File: config.mk
export PLATFORM = sky130hd
export DESIGN_NAME = tcm_top
export DESIGN_NICKNAME = d
export VERILOG_FILES = /design/src/hdl/tcm_pkg.sv /design/src/hdl/tcm_top.sv /design/src/hdl/tcm_edge_unit.sv
export VERILOG_INCLUDE_DIRS = /design/src /design/src/hdl
export SDC_FILE = /design/constraint.sdc
export NUM_CORES = 1
export LEC_CHECK = 0
export BUFFER_PORTS_ARGS = -buffer_cell sky130_fd_sc_hd__clkbuf_2
export CAP_MARGIN = 20
export CELL_PAD_IN_SITES_DETAIL_PLACEMENT = 0
export CELL_PAD_IN_SITES_GLOBAL_PLACEMENT = 2
export CORE_MARGIN = 2
export CORE_UTILIZATION = 31
export CTS_BUF_LIST = sky130_fd_sc_hd__clkbuf_4 sky130_fd_sc_hd__clkbuf_8
export DETAILED_ROUTE_END_ITERATION = 8
export HOLD_SLACK_MARGIN = 0.08
export PLACE_DENSITY = 0.95
export SLEW_MARGIN = 20
export SYNTH_ARGS = -nofsm -noshare
export SYNTH_HDL_FRONTEND = slang
export SYNTH_HIERARCHICAL = 1
export SYNTH_SLANG_ARGS = --single-unit
File: constraint.sdc
create_clock -name clk_i -period 4 [get_ports clk_i]
set_input_delay 1 -clock clk_i [delete_from_list [all_inputs] [get_ports clk_i]]
set_output_delay 1 -clock clk_i [all_outputs]
set_load 0.02 [all_outputs]
File: src/hdl/tcm_consts.svh
// Named constants for the timer control and interrupt mask block
// Assumes byte addresses on an 8-bit slice of the bus address
`ifndef TCM_CONSTS_SVH
`define TCM_CONSTS_SVH

// Register byte offsets
`define TCM_OFF_CFG 8'h00
`define TCM_OFF_AMODE 8'h04
`define TCM_OFF_BMODE 8'h08
`define TCM_OFF_CTL 8'h0c
`define TCM_OFF_MASK 8'h18
`define TCM_OFF_RAW 8'h1c
`define TCM_OFF_MIS 8'h20
`define TCM_OFF_CLR 8'h24

// Writable bit masks and reset values
`define TCM_CFG_WMASK 32'h00000007
`define TCM_MODE_WMASK 32'h0000000f
`define TCM_CTL_WMASK 32'h00006f7f
`define TCM_EVT_WMASK 32'h0000070f
`define TCM_CFG_RST 3'h0
`define TCM_MODE_RST 4'h0
`define TCM_CTL_RST 15'h0000
`define TCM_EVT_RST 11'h000

// Control bit positions
`define TCM_CTL_A_RUN 0
`define TCM_CTL_A_STALL 1
`define TCM_CTL_A_EDGE_LO 2
`define TCM_CTL_A_EDGE_HI 3
`define TCM_CTL_CLK_CNT 4
`define TCM_CTL_A_TRIG 5
`define TCM_CTL_A_INV 6
`define TCM_CTL_B_RUN 8
`define TCM_CTL_B_STALL 9
`define TCM_CTL_B_EDGE_LO 10
`define TCM_CTL_B_EDGE_HI 11
`define TCM_CTL_B_TRIG 13
`define TCM_CTL_B_INV 14

// Event bit positions in mask, raw and masked status
`define TCM_EV_A_TO 0
`define TCM_EV_A_MATCH 1
`define TCM_EV_A_CAP 2
`define TCM_EV_CLK 3
`define TCM_EV_B_TO 8
`define TCM_EV_B_MATCH 9
`define TCM_EV_B_CAP 10

// Mode field layout and encodings
`define TCM_MODE_ALT 3
`define TCM_MODE_FLD_HI 1
`define TCM_MODE_CAPTURE 2'h3
`define TCM_CFG_WHOLE 3'h0
`define TCM_CFG_CLOCK 3'h1
`define TCM_CFG_SPLIT_BIT 2

// Capture edge encodings
`define TCM_EDGE_RISE 2'h0
`define TCM_EDGE_FALL 2'h1
`define TCM_EDGE_RSVD 2'h2
`define TCM_EDGE_BOTH 2'h3

`endif

File: src/hdl/tcm_pkg.sv
// Types shared by the timer control and interrupt mask block
// Assumes the constants header is compiled alongside
package tcm_pkg;

    // Whole state of the register block
    typedef struct packed {
        logic [2:0] cfg;
        logic [3:0] amode;
        logic [3:0] bmode;
        logic [14:0] ctl;
        logic [10:0] mask;
        logic [10:0] raw;
        logic ack;
        logic [31:0] dat;
        logic pwm_a;
        logic pwm_b;
        logic trig_a;
        logic trig_b;
        logic stall_a;
        logic stall_b;
        logic a_cnt;
        logic a_cap;
        logic b_cnt;
        logic b_cap;
        logic clk_cnt;
        logic irq;
    } tcm_state_t;

    // Whole state of one capture edge detector
    typedef struct packed {
        logic s1;
        logic s2;
        logic prev;
        logic pulse;
    } tcm_edge_t;

endpackage

File: src/hdl/tcm_top.sv
// Timer control and interrupt mask register block, classic Wishbone slave
// Assumes the counter datapath supplies raw PWM levels and event pulses
// on this clock; capture pins arrive asynchronously.
//
// How it works
// RULE1: Half-B PWM output is inverted when control bit 14 is set.
// RULE2: Half-B output trigger passes only while control bit 13 is set.
// RULE3: Control bits 11:10 pick half-B capture edge: rise, fall, reserved, both.
// RULE4: Half-B may stall on debug halt only when control bit 9 is set.
// RULE5: Control bit 8 starts half-B counting or capture per configuration.
// RULE6: Half-A PWM output is inverted when control bit 6 is set.
// RULE7: Half-A output trigger passes only while control bit 5 is set.
// RULE8: Clock counting runs only while control bit 4 is set.
// RULE9: Control bits 3:2 pick half-A capture edge: rise, fall, reserved, both.
// RULE10: Half-A may stall on debug halt only when control bit 1 is set.
// RULE11: Control bit 0 starts half-A counting or capture per configuration.
// RULE12: Reserved bits are read-only; software leaves them unchanged.
// RULE13: Writing a mask bit one enables its interrupt, zero disables it.
// RULE14: Mask bits 10, 9, 8 enable half-B capture event, match, time-out.
// RULE15: Mask bits 2, 1, 0 enable half-A capture event, match, time-out.
// RULE16: Mask bit 3 enables the clock event interrupt, reset off.
// RULE17: All writable control bits reset to zero.
// RULE18: Raw status bits set on their event whatever the mask.
// RULE19: Masked status is raw and mask; writing one to clear drops it.
// RULE20: Configuration picks one wide timer, clock counter or two halves.
// RULE21: PWM on a half needs alternate set, capture style clear, mode two.
// RULE22: The interrupt output is high while any masked status bit is set.
//
// The implementer's own choice: register access over Wishbone.
`timescale 1ns/1ps
`include "tcm_consts.svh"

module tcm_top
    import tcm_pkg::*;
(
    input wire logic clk_i,
    input wire logic rst_i,
    input wire logic wb_cyc_i,
    input wire logic wb_stb_i,
    input wire logic wb_we_i,
    input wire logic [7:0] wb_adr_i,
    input wire logic [3:0] wb_sel_i,
    input wire logic [31:0] wb_dat_i,
    output logic [31:0] wb_dat_o,
    output logic wb_ack_o,
    input wire logic ccp_a_i,
    input wire logic ccp_b_i,
    input wire logic dbg_halt_i,
    input wire logic pwm_a_raw_i,
    input wire logic pwm_b_raw_i,
    input wire logic a_timeout_i,
    input wire logic a_match_i,
    input wire logic b_timeout_i,
    input wire logic b_match_i,
    input wire logic clk_event_i,
    output logic [2:0] cfg_o,
    output logic [3:0] a_mode_o,
    output logic [3:0] b_mode_o,
    output logic a_count_en_o,
    output logic a_capture_en_o,
    output logic b_count_en_o,
    output logic b_capture_en_o,
    output logic clk_count_en_o,
    output logic a_stall_o,
    output logic b_stall_o,
    output logic pwm_a_o,
    output logic pwm_b_o,
    output logic trig_a_o,
    output logic trig_b_o,
    output logic a_cap_event_o,
    output logic b_cap_event_o,
    output logic irq_o
);

    tcm_state_t st_r;
    tcm_state_t st_nxt;
    logic [1:0] pin_w;
    logic [1:0] cap_en_w;
    logic [1:0] edge_sel_w [2];
    logic [1:0] cap_pulse_w;
    logic [10:0] evt_w;
    logic [10:0] clr_w;
    logic req_new;
    logic req_done;

    // Address decode, used for every register
    function automatic logic hit(input logic [7:0] adr, input logic [7:0] off);
        hit = (adr[7:2] == off[7:2]);
    endfunction

    // Byte-lane write merge limited to the writable bits
    function automatic logic [31:0] wmerge(input logic [31:0] old, input logic [31:0] d,
                                           input logic [3:0] sel, input logic [31:0] wm);
        logic [31:0] lane;
        lane = {{8{sel[3]}}, {8{sel[2]}}, {8{sel[1]}}, {8{sel[0]}}} & wm;
        wmerge = (old & ~lane) | (d & lane);
    endfunction

    // Half selected for capture when alternate is clear and mode is capture
    function automatic logic is_capture(input logic [3:0] m);
        is_capture = ~m[`TCM_MODE_ALT] & (m[`TCM_MODE_FLD_HI:0] == `TCM_MODE_CAPTURE);
    endfunction

    // Capture edge detectors, one per half
    assign pin_w = {ccp_b_i, ccp_a_i};
    assign cap_en_w = {st_r.b_cap, st_r.a_cap};
    assign edge_sel_w[0] = st_r.ctl[`TCM_CTL_A_EDGE_HI:`TCM_CTL_A_EDGE_LO]; // RULE9
    assign edge_sel_w[1] = st_r.ctl[`TCM_CTL_B_EDGE_HI:`TCM_CTL_B_EDGE_LO]; // RULE3

    genvar g;
    generate
        for (g = 0; g < 2; g++) begin : g_edge
            tcm_edge_unit u_edge (
                .clk_i(clk_i),
                .rst_i(rst_i),
                .pin_i(pin_w[g]),
                .en_i(cap_en_w[g]),
                .sel_i(edge_sel_w[g]),
                .pulse_o(cap_pulse_w[g])
            );
        end
    endgenerate

    // Event vector in status bit order
    always_comb begin
        evt_w = '0;
        evt_w[`TCM_EV_A_TO] = a_timeout_i;
        evt_w[`TCM_EV_A_MATCH] = a_match_i;
        evt_w[`TCM_EV_A_CAP] = cap_pulse_w[0];
        evt_w[`TCM_EV_CLK] = clk_event_i;
        evt_w[`TCM_EV_B_TO] = b_timeout_i;
        evt_w[`TCM_EV_B_MATCH] = b_match_i;
        evt_w[`TCM_EV_B_CAP] = cap_pulse_w[1];
    end

    // Bus phases: answer one cycle after the request, commit while ack is high
    assign req_new = wb_cyc_i & wb_stb_i & ~st_r.ack;
    assign req_done = wb_cyc_i & wb_stb_i & st_r.ack;
    assign clr_w = (req_done && wb_we_i && hit(wb_adr_i, `TCM_OFF_CLR)) ?
                   11'(wmerge(32'h00000000, wb_dat_i, wb_sel_i, `TCM_EVT_WMASK)) :
                   11'h000;

    // Next state of the whole block
    always_comb begin
        st_nxt = st_r;
        st_nxt.ack = req_new;
        // Read data captured with ack; reserved bits read as zero
        if (req_new && !wb_we_i) begin
            st_nxt.dat = 32'h00000000;
            if (hit(wb_adr_i, `TCM_OFF_CFG)) begin
                st_nxt.dat = {29'h0, st_r.cfg};
            end else if (hit(wb_adr_i, `TCM_OFF_AMODE)) begin
                st_nxt.dat = {28'h0, st_r.amode};
            end else if (hit(wb_adr_i, `TCM_OFF_BMODE)) begin
                st_nxt.dat = {28'h0, st_r.bmode};
            end else if (hit(wb_adr_i, `TCM_OFF_CTL)) begin
                st_nxt.dat = {17'h0, st_r.ctl}; // RULE12
            end else if (hit(wb_adr_i, `TCM_OFF_MASK)) begin
                st_nxt.dat = {21'h0, st_r.mask};
            end else if (hit(wb_adr_i, `TCM_OFF_RAW)) begin
                st_nxt.dat = {21'h0, st_r.raw};
            end else if (hit(wb_adr_i, `TCM_OFF_MIS)) begin
                st_nxt.dat = {21'h0, st_r.raw & st_r.mask}; // RULE19
            end
        end else if (req_new) begin
            st_nxt.dat = 32'h00000000;
        end
        // Writes land on the edge at which the master samples ack
        if (req_done && wb_we_i) begin
            if (hit(wb_adr_i, `TCM_OFF_CFG)) begin
                st_nxt.cfg = 3'(wmerge({29'h0, st_r.cfg}, wb_dat_i, wb_sel_i,
                                       `TCM_CFG_WMASK)); // RULE20
            end
            if (hit(wb_adr_i, `TCM_OFF_AMODE)) begin
                st_nxt.amode = 4'(wmerge({28'h0, st_r.amode}, wb_dat_i, wb_sel_i,
                                         `TCM_MODE_WMASK)); // RULE21
            end
            if (hit(wb_adr_i, `TCM_OFF_BMODE)) begin
                st_nxt.bmode = 4'(wmerge({28'h0, st_r.bmode}, wb_dat_i, wb_sel_i,
                                         `TCM_MODE_WMASK));
            end
            if (hit(wb_adr_i, `TCM_OFF_CTL)) begin
                // Reserved bits 31:15, 12 and 7 are never written
                st_nxt.ctl = 15'(wmerge({17'h0, st_r.ctl}, wb_dat_i, wb_sel_i,
                                        `TCM_CTL_WMASK)); // RULE12
            end
            if (hit(wb_adr_i, `TCM_OFF_MASK)) begin
                // One enables, zero disables each implemented source
                st_nxt.mask = 11'(wmerge({21'h0, st_r.mask}, wb_dat_i, wb_sel_i,
                                         `TCM_EVT_WMASK)); // RULE13 RULE14 RULE15 RULE16
            end
        end
        // Raw status: set regardless of mask, a new event beats a clear
        st_nxt.raw = (st_r.raw & ~clr_w) | evt_w; // RULE18 RULE19
        // Interrupt follows the masked status
        st_nxt.irq = |(st_r.raw & st_r.mask); // RULE22
        // Run enables per configuration
        st_nxt.a_cnt = 1'b0;
        st_nxt.a_cap = 1'b0;
        st_nxt.b_cnt = 1'b0;
        st_nxt.b_cap = 1'b0;
        st_nxt.clk_cnt = 1'b0;
        if (st_r.cfg[`TCM_CFG_SPLIT_BIT]) begin
            st_nxt.a_cap = st_r.ctl[`TCM_CTL_A_RUN] & is_capture(st_r.amode); // RULE11
            st_nxt.a_cnt = st_r.ctl[`TCM_CTL_A_RUN] & ~is_capture(st_r.amode);
            st_nxt.b_cap = st_r.ctl[`TCM_CTL_B_RUN] & is_capture(st_r.bmode); // RULE5
            st_nxt.b_cnt = st_r.ctl[`TCM_CTL_B_RUN] & ~is_capture(st_r.bmode);
        end else if (st_r.cfg == `TCM_CFG_CLOCK) begin
            st_nxt.clk_cnt = st_r.ctl[`TCM_CTL_A_RUN] & st_r.ctl[`TCM_CTL_CLK_CNT]; // RULE8
        end else if (st_r.cfg == `TCM_CFG_WHOLE) begin
            st_nxt.a_cnt = st_r.ctl[`TCM_CTL_A_RUN]; // RULE20
        end
        // Debug stall gating
        st_nxt.stall_a = dbg_halt_i & st_r.ctl[`TCM_CTL_A_STALL]; // RULE10
        st_nxt.stall_b = dbg_halt_i & st_r.ctl[`TCM_CTL_B_STALL]; // RULE4
        // Output polarity
        st_nxt.pwm_a = pwm_a_raw_i ^ st_r.ctl[`TCM_CTL_A_INV]; // RULE6
        st_nxt.pwm_b = pwm_b_raw_i ^ st_r.ctl[`TCM_CTL_B_INV]; // RULE1
        // Output triggers on time-out
        st_nxt.trig_a = a_timeout_i & st_r.ctl[`TCM_CTL_A_TRIG]; // RULE7
        st_nxt.trig_b = b_timeout_i & st_r.ctl[`TCM_CTL_B_TRIG]; // RULE2
    end

    // State register; everything clears to zero on reset
    always_ff @(posedge clk_i) begin
        if (rst_i) begin
            st_r <= '0; // RULE17
        end else begin
            st_r <= st_nxt;
        end
    end

    // Outputs straight from the state register, capture events from the edge units
    assign wb_dat_o = st_r.dat;
    assign wb_ack_o = st_r.ack;
    assign cfg_o = st_r.cfg;
    assign a_mode_o = st_r.amode;
    assign b_mode_o = st_r.bmode;
    assign a_count_en_o = st_r.a_cnt;
    assign a_capture_en_o = st_r.a_cap;
    assign b_count_en_o = st_r.b_cnt;
    assign b_capture_en_o = st_r.b_cap;
    assign clk_count_en_o = st_r.clk_cnt;
    assign a_stall_o = st_r.stall_a;
    assign b_stall_o = st_r.stall_b;
    assign pwm_a_o = st_r.pwm_a;
    assign pwm_b_o = st_r.pwm_b;
    assign trig_a_o = st_r.trig_a;
    assign trig_b_o = st_r.trig_b;
    assign a_cap_event_o = cap_pulse_w[0];
    assign b_cap_event_o = cap_pulse_w[1];
    assign irq_o = st_r.irq;
endmodule

File: src/hdl/tcm_edge_unit.sv
// Capture pin synchroniser and selectable edge detector
// Assumes an asynchronous pin and a same-clock enable and edge select
`timescale 1ns/1ps
`include "tcm_consts.svh"

module tcm_edge_unit
    import tcm_pkg::*;
(
    input wire logic clk_i,
    input wire logic rst_i,
    input wire logic pin_i,
    input wire logic en_i,
    input wire logic [1:0] sel_i,
    output logic pulse_o
);

    tcm_edge_t st_r;
    tcm_edge_t st_nxt;
    logic rise;
    logic fall;

    // Edges are seen only past the second synchroniser stage
    assign rise = st_r.s2 & ~st_r.prev;
    assign fall = ~st_r.s2 & st_r.prev;

    // Next state: sync chain and edge selection
    always_comb begin
        st_nxt = st_r;
        st_nxt.s1 = pin_i;
        st_nxt.s2 = st_r.s1;
        st_nxt.prev = st_r.s2;
        st_nxt.pulse = 1'b0;
        if (en_i) begin
            unique case (sel_i)
                `TCM_EDGE_RISE: st_nxt.pulse = rise;
                `TCM_EDGE_FALL: st_nxt.pulse = fall;
                `TCM_EDGE_BOTH: st_nxt.pulse = rise | fall;
                `TCM_EDGE_RSVD: st_nxt.pulse = 1'b0; // Reserved code detects nothing
            endcase
        end
    end

    // State register
    always_ff @(posedge clk_i) begin
        if (rst_i) begin
            st_r <= '0;
        end else begin
            st_r <= st_nxt;
        end
    end

    assign pulse_o = st_r.pulse;
endmodule

Word-level counts from Yosys, hierarchy flattened

Cells that the tools add are included.

Equal/unequal tests: 16
Muxes and demuxes: 15
Bitwise operators: 57
Reduce and logical (&&, ||, !) cells: 19

Operators with widths:

| cell                 | number |
|---|---|
| $mux W32             | 2 |
| $mux W15             | 4 |
| $and A11 B11 Y11     | 4 |
| $mux W11             | 4 |
| $and A15 B15 Y15     | 2 |
| $not A11 Y11         | 2 |
| $or A11 B11 Y11      | 2 |
| $and A1 B1 Y1        | 18 |
| $not A15 Y15         | 1 |
| $or A15 B15 Y15      | 1 |
| $not A1 Y1           | 13 |
| $and A4 B4 Y4        | 3 |
| $eq A2 B2 Y1 const B | 6 |
| $eq A6 B2 Y1 const B | 2 |
| $eq A6 B3 Y1 const B | 2 |
| $eq A6 B4 Y1 const B | 2 |
| $reduce_or A11 Y1    | 1 |
| $reduce_and A2 Y1    | 5 |
| $or A4 B4 Y4         | 2 |
| $pmux W1 S4          | 2 |
| $and A3 B3 Y3        | 2 |
| $eq A6 B1 Y1 const B | 1 |
| $logic_not A6 Y1     | 1 |
| $reduce_or A2 Y1     | 3 |
| 14 further kinds     | 22 |

Bits in registers: 101
Input bits: 59
Output and inout bits: 58
Word-level logic and storage cells: 135

Longest topological paths before layout

Gate-level depths: netlist of the first run.

Depth in word-level cells: 9
Gate-level depth with buffers: 7
Gate-level depth less buffers: 5

Hierarchy

Netlist of the first run, hierarchy kept.

Modules (own cells, without submodules):

| module        | times used | cells each | area an instance (um^2) | sequential area each (um^2) |
|---|---|---|---|---|
| tcm_top       | 1          | 380        | 3081.7                  | 1281.2 |
| tcm_edge_unit | 2          | 15         | 160.2                   | 80.1 |

Worst setup path after synthesis of the first run

No wires, ideal clock.

Path type: input -> register
Start: input port wb_adr_i[4]
End: register with a tool-made name
Library setup time: 0.128 ns
Arrival: 2.313 ns
Required time: 3.872 ns
Setup slack: 1.560 ns
Cell stages on the path: 7
Path buffers: 2
Path through: buf_2 or4_1 buf_2 nor2_1 nand2_1 mux2i_1 nor2_1

RTL lines:

| element         | line          | source |
|---|---|---|
| start, declared | tcm_top.sv:41 | `input wire logic [7:0] wb_adr_i,` |

==> results of run 1 <==
## layer usage
layer	routed length, um	global-route usage	vias up
met1	4186	0.1970	1378
li1	-	-	1468
met5	0	0	-
met3	566	0.04184	9
met2	4571	0.2746	81
met4	104	0.04853	0
## cell usage after synthesis (all sizes together), types with 2 or more instances
library cell / count
o21ai: 8
nor4: 4
nand3b: 8
nand2: 55
mux2i: 6
a22o: 2
inv: 7
nand2b: 3
a221oi: 3
or3: 2
ha: 4
and3: 4
and2: 2
or4b: 2
o41ai: 3
nor3b: 2
nor3: 8
a21oi: 43
dfxtp: 72
nor2b: 5
buf: 47
a32oi: 2
a31oi: 3
nand3: 31
xnor2: 2
a22oi: 8
mux2: 2
and3b: 4
nor2: 40
o221ai: 2
clkbuf: 14
## report_power, final
part	internal (mW)	switching, mW
combinational	0.0312	0.0727
clock	0.352	0.287
sequential	0.724	0.00571
total	1.11	0.366
## final cells by class
type	count	area [um^2]	share of cell area
multi-input cells	288	1600	0.4123
flip-flops and latches	72	1441	0.3714
repair buffers	79	420.4	0.1083
well taps	140	175.2	0.04513
clock buffers	9	123.9	0.03191
clock inverters	6	93.84	0.02418
inverters	7	26.28	0.006770
## through the flow
| step | setup slack, ns | util | total power, mW |
|---|---|---|---|
| finish | 1.272 | 0.3596 | 1.473 |
| global route | 1.132 | 0.3596 | 1.520 |
| CTS | 1.266 | 0.3596 | 1.490 |
| detailed placement | 0.8962 | 0.3394 | 0.8508 |
| global placement | 0.9237 | 0.3394 | 0.8496 |
| floorplan | 1.560 | - | 0.8191 |
## cell families (layout without fill, tap and decap cells)
kind of cell	Yosys count	in the layout	share of synthesized area
compound gates	80	80	0.1479
simple gates	175	175	0.2575
flops	72	72	0.4237
fa+ha+maj	4	4	0.01471
other cells	1	19	0.001102
mux	8	8	0.02427
buf+inv	68	101	0.1258
xor+xnor	2	2	0.005150
## worst max-delay path by stage
stage / depth (start not counted) / to / slack (ns)
floorplan: 7 / flip-flop / 1.56
global placement: 7 / flip-flop / 0.92
detailed placement: 7 / flip-flop / 0.90
CTS: 7 / flip-flop / 1.27
global route: 7 / flip-flop / 1.13
finish: 7 / flip-flop / 1.27
==> flow_metrics.env, run 1 <==
export IMPL_n_antenna_cell=0
export IMPL_grt_usage=0.1603
export IMPL_cts_resized=0
export IMPL_dp_hpwl_mm=7.148
export IMPL_slowest_delay_ns=0.73
export IMPL_reg2reg_slack_ns=2.11
export IMPL_crit_required_ns=4.19
export IMPL_synth_area_leader_cell="dfxtp_1"
export IMPL_fmax_mhz=366.6
export IMPL_grt_pass1_vias=2825
export IMPL_grt_pass1_wl_mm=14.48
export IMPL_instances_no_fill=601
export IMPL_grt_start_max_net_pins=41
export IMPL_core_mm2=0.01079
export IMPL_drc=0
export IMPL_clockBufferDepth=2
export IMPL_worstSetupPathType="in -> reg"
export IMPL_min_to="g_edge[1].u_edge/st_nxt[1]"
export IMPL_final_setup_tns_ns=0
export IMPL_finalSetupViolations=0
export IMPL_ys_types=54
export IMPL_grt_ovfl_total=0
export IMPL_fin_nets=520
export IMPL_clock_skew_ns=0.009223
export IMPL_powerDensity_mw_per_mm2=379.4
export IMPL_whs_path_depth=1
export IMPL_drt_iter0_drc=185
export IMPL_cts_hold_buf=0
export IMPL_status="completed"
export IMPL_slew_headroom=0.4724
export IMPL_dr_pass1_iters=4
export IMPL_wl_per_cell_um=15.69
export IMPL_yosys_warnings=6
export IMPL_numCtsBuffers=9
export IMPL_drive_gt1_frac=0.2278
export IMPL_critPathMaxFanout=9
export IMPL_netlist_instances=410
export IMPL_design_area_mm2=0.003881
export IMPL_cp_end_kind="flip-flop"
export IMPL_place_area_mm2=0.003664
export IMPL_antenna_found_initial=0
export IMPL_dp_cells=586
export IMPL_cap_violations=0
export IMPL_ant_nets=0
export IMPL_finalWirelength_mm=9.428
export IMPL_crit_family="simple AND/OR/NAND/NOR gates"
export IMPL_crit_chain="clkbuf_2 -> or4_1 -> nor2_1 -> buf_4 -> nand2_1 -> nand2_1 -> a21oi_1"
export IMPL_rows=38
export IMPL_layout_commonest_cell="clkbuf_2"
export IMPL_initial_core_util=0.3152
export IMPL_cts_setup_buffers=0
export IMPL_ys_seq_area_frac=0.4237
export IMPL_via_count=2936
export IMPL_port_buffers=74
export IMPL_ys_seq_elements=72
export IMPL_synth_top_area_frac=0.4237
export IMPL_cts_root_buffer="clkbuf_8"
export IMPL_htree_levels=3
export IMPL_clk_latency_ns=0.35
export IMPL_hold_viol=0
export IMPL_period_share=0.6820
export IMPL_synth_edff_count=0
export IMPL_fin_crit_ns=2.728
export IMPL_synth_area_leaders="dfxtp_1 (42%), buf_4 (9.5%), a21oi_1 (6.3%)"
export IMPL_chipWidth_um=108.8
export IMPL_mostFrequentLayoutCells="clkbuf_2 (74), dfxtp_1 (72), nand2_1 (55), a21oi_1 (43), nor2_1 (38)"
export IMPL_cts_tree="done"
export IMPL_cpMostUsedCell="nand2_1"
export IMPL_drv_slew=0
export IMPL_area_delta_synth_final_pct=14.09
export IMPL_cp_arrival_ns=2.92
export IMPL_io_pin_count=117
export IMPL_timing_hold_ws_ns=0.4407
export IMPL_rr_startpoint="wb_ack_o"
export IMPL_hp_class="reg -> reg"
export IMPL_startpoint_type="primary input"
export IMPL_routabilityCongestion=0.8699
export IMPL_rsz0062_at_grt="no"
export IMPL_max_vdd_ir_drop_mv=0.1557
export IMPL_ys_dominant_reg_cell="dfxtp_1"
export IMPL_r2r_cells=6
export IMPL_tightest_slew_ns=0.7915
export IMPL_num_fill_cells=1127
export IMPL_worst_path_buf_inv=2
export IMPL_worstHoldStart="g_edge[1].u_edge/st_nxt[2]"
export IMPL_syn_area_per_cell_um2=8.298
export IMPL_async_reset_ff_frac=0
export IMPL_clock_sinks=72
export IMPL_syn_area_mm2=0.003402
export IMPL_crit_slowest_cell="or4_1"
export IMPL_clk_pin_slew_ns=0.08
export IMPL_viasPerCell=4.885
export IMPL_startpoint="wb_adr_i[5]"
export IMPL_die_height_um=108.8
export IMPL_p_leak_nw=1.521
export IMPL_die_area_mm2=0.01183
(Power assumes the default switching activity.)
==> run 2: changes to the inputs <==
CORE_UTILIZATION = 26   (was 31)
PLACE_DENSITY = 0.86   (was 0.95)
clock period = 2.2 ns   (was 4 ns; I/O delays follow)
==> flow_metrics.env, run 2 (synthesis results as in run 1) <==
export IMPL_drv_slew=0
export IMPL_n_antenna_cell=0
export IMPL_drt_iter0_drc=186
export IMPL_finalSetupViolations=0
export IMPL_wl_per_cell_um=14.56
export IMPL_grt_pass1_wl_mm=15.18
export IMPL_die_area_mm2=0.01402
export IMPL_grt_ovfl_total=0
export IMPL_multiInputGateArea_mm2=0.001600
export IMPL_drc=0
export IMPL_via_count=3020
export IMPL_dr_pass1_iters=4
export IMPL_num_fill_cells=1404
export IMPL_clock_skew_ns=0.01407
export IMPL_chipWidth_um=118.4
export IMPL_grt_pass1_vias=2836
export IMPL_area_delta_synth_final_pct=20.45
export IMPL_mostFrequentLayoutCells="clkbuf_2 (74), dfxtp_1 (72), nand2_1 (55), a21oi_1 (43), nor2_1 (38)"
export IMPL_cp_end_kind="flip-flop"
export IMPL_layout_commonest_cell="clkbuf_2"
export IMPL_fmax_mhz=543.4
export IMPL_clk_pin_slew_ns=0.08
export IMPL_cts_resized=0
export IMPL_numCtsBuffers=9
export IMPL_dp_hpwl_mm=7.508
export IMPL_grt_start_max_net_pins=30
export IMPL_drive_gt1_frac=0.2645
export IMPL_fin_nets=542
export IMPL_core_mm2=0.01272
export IMPL_startpoint_type="primary input"
export IMPL_port_buffers=74
export IMPL_clock_sinks=72
export IMPL_rows=41
export IMPL_r2r_cells=7
export IMPL_die_height_um=118.4
export IMPL_grt_usage=0.1374
export IMPL_clockBufferDepth=2
export IMPL_p_leak_nw=1.644
export IMPL_final_setup_tns_ns=0
export IMPL_whs_path_depth=2
export IMPL_viasPerCell=4.604
export IMPL_routabilityCongestion=0.8094
export IMPL_cp_arrival_ns=2.09
export IMPL_antenna_found_initial=0
export IMPL_clk_latency_ns=0.36
export IMPL_cap_violations=0
export IMPL_powerDensity_mw_per_mm2=683.4
export IMPL_cts_tree="done"
export IMPL_hp_class="in -> reg"
export IMPL_hold_viol=0
export IMPL_place_area_mm2=0.003856
export IMPL_timing_hold_ws_ns=0.3992
export IMPL_finalWirelength_mm=9.549
export IMPL_design_area_mm2=0.004098
export IMPL_ant_nets=0
export IMPL_period_share=0.8364
export IMPL_htree_levels=3
export IMPL_ff_latch_area_mm2=0.001441
export IMPL_status="completed"
export IMPL_fin_crit_ns=1.840
export IMPL_worstSetupPathType="in -> reg"
export IMPL_cts_setup_buffers=0
export IMPL_dp_worst_setup_slack_ns=0.02734
export IMPL_critPathMaxFanout=9
export IMPL_cts_hold_buf=0
export IMPL_cts_root_buffer="clkbuf_8"
export IMPL_initial_core_util=0.2674
export IMPL_final_setup_worst_slack_ns=0.3598
export IMPL_io_pin_count=117
export IMPL_rsz0062_at_grt="no"
export IMPL_max_vdd_ir_drop_mv=0.2872
export IMPL_crit_required_ns=2.45
-- run 2: cell types whose count changed in the layout (fill, tap and decap cells not counted) --
cell | before | now
clkinvlp_4 | 1 | 0
buf_12 | 1 | 0
clkinv_4 | 2 | 1
clkinv_2 | 0 | 2
buf_4 | 4 | 27
bufinv_16 | 2 | 3
-- run 2: routing by layer --
layer	global-route usage	up-vias	wire (um)
met1	0.1864	1411	4662
li1	-	1510	-
met2	0.2113	95	4240
met5	0	-	0
met3	0.04247	4	603
met4	0.03571	0	42
-- run 2: path summary, 6_finish.rpt --
check | start | to | slack, ns
worst max register to register | wb_ack_o | flip-flop | 0.71
worst min register to register | g_edge[1].u_edge/st_nxt[2] | g_edge[1].u_edge/st_nxt[1] | 0.44
worst min-delay path | ccp_a_i | g_edge[0].u_edge/st_nxt[2] | 0.40
worst max-delay path | wb_adr_i[4] | wb_dat_o[9] | 0.36
-- run 2: worst max-delay path, stage by stage --
cell and delay (ns):
clkbuf_2 0.11, buf_4 0.17, nor3b_1 0.40, and2_1 0.27, nand3_1 0.09, and3_1 0.18, o41ai_1 0.32
-- run 2: stage by stage --
step           std cells  total power, mW    util
2_1_floorplan        428            1.489       -
3_3_place_gp         640            1.551  0.3031
3_5_place_dp         640            1.553  0.3031
4_1_cts              656            2.827  0.3221
5_1_grt              656            2.907  0.3221
6_report             656            2.800  0.3221
-- run 2: area by class of cell --
| class | count | share of cell area |
|---|---|---|
| inverters | 7 | 0.006412 |
| well taps | 172 | 0.05252 |
| flip-flops and latches | 72 | 0.3518 |
| repair buffers | 101 | 0.1398 |
| clock inverters | 7 | 0.02870 |
| multi-input cells | 288 | 0.3905 |
| clock buffers | 9 | 0.03023 |
-- run 2: where the power goes --
| part | total (mW) | switching (mW) | internal [mW] |
|---|---|---|---|
| Combinational | 0.197 | 0.132 | 0.0650 |
| Clock | 1.28 | 0.522 | 0.755 |
| Sequential | 1.33 | 0.0108 | 1.32 |
| Total | 2.80 | 0.665 | 2.14 |
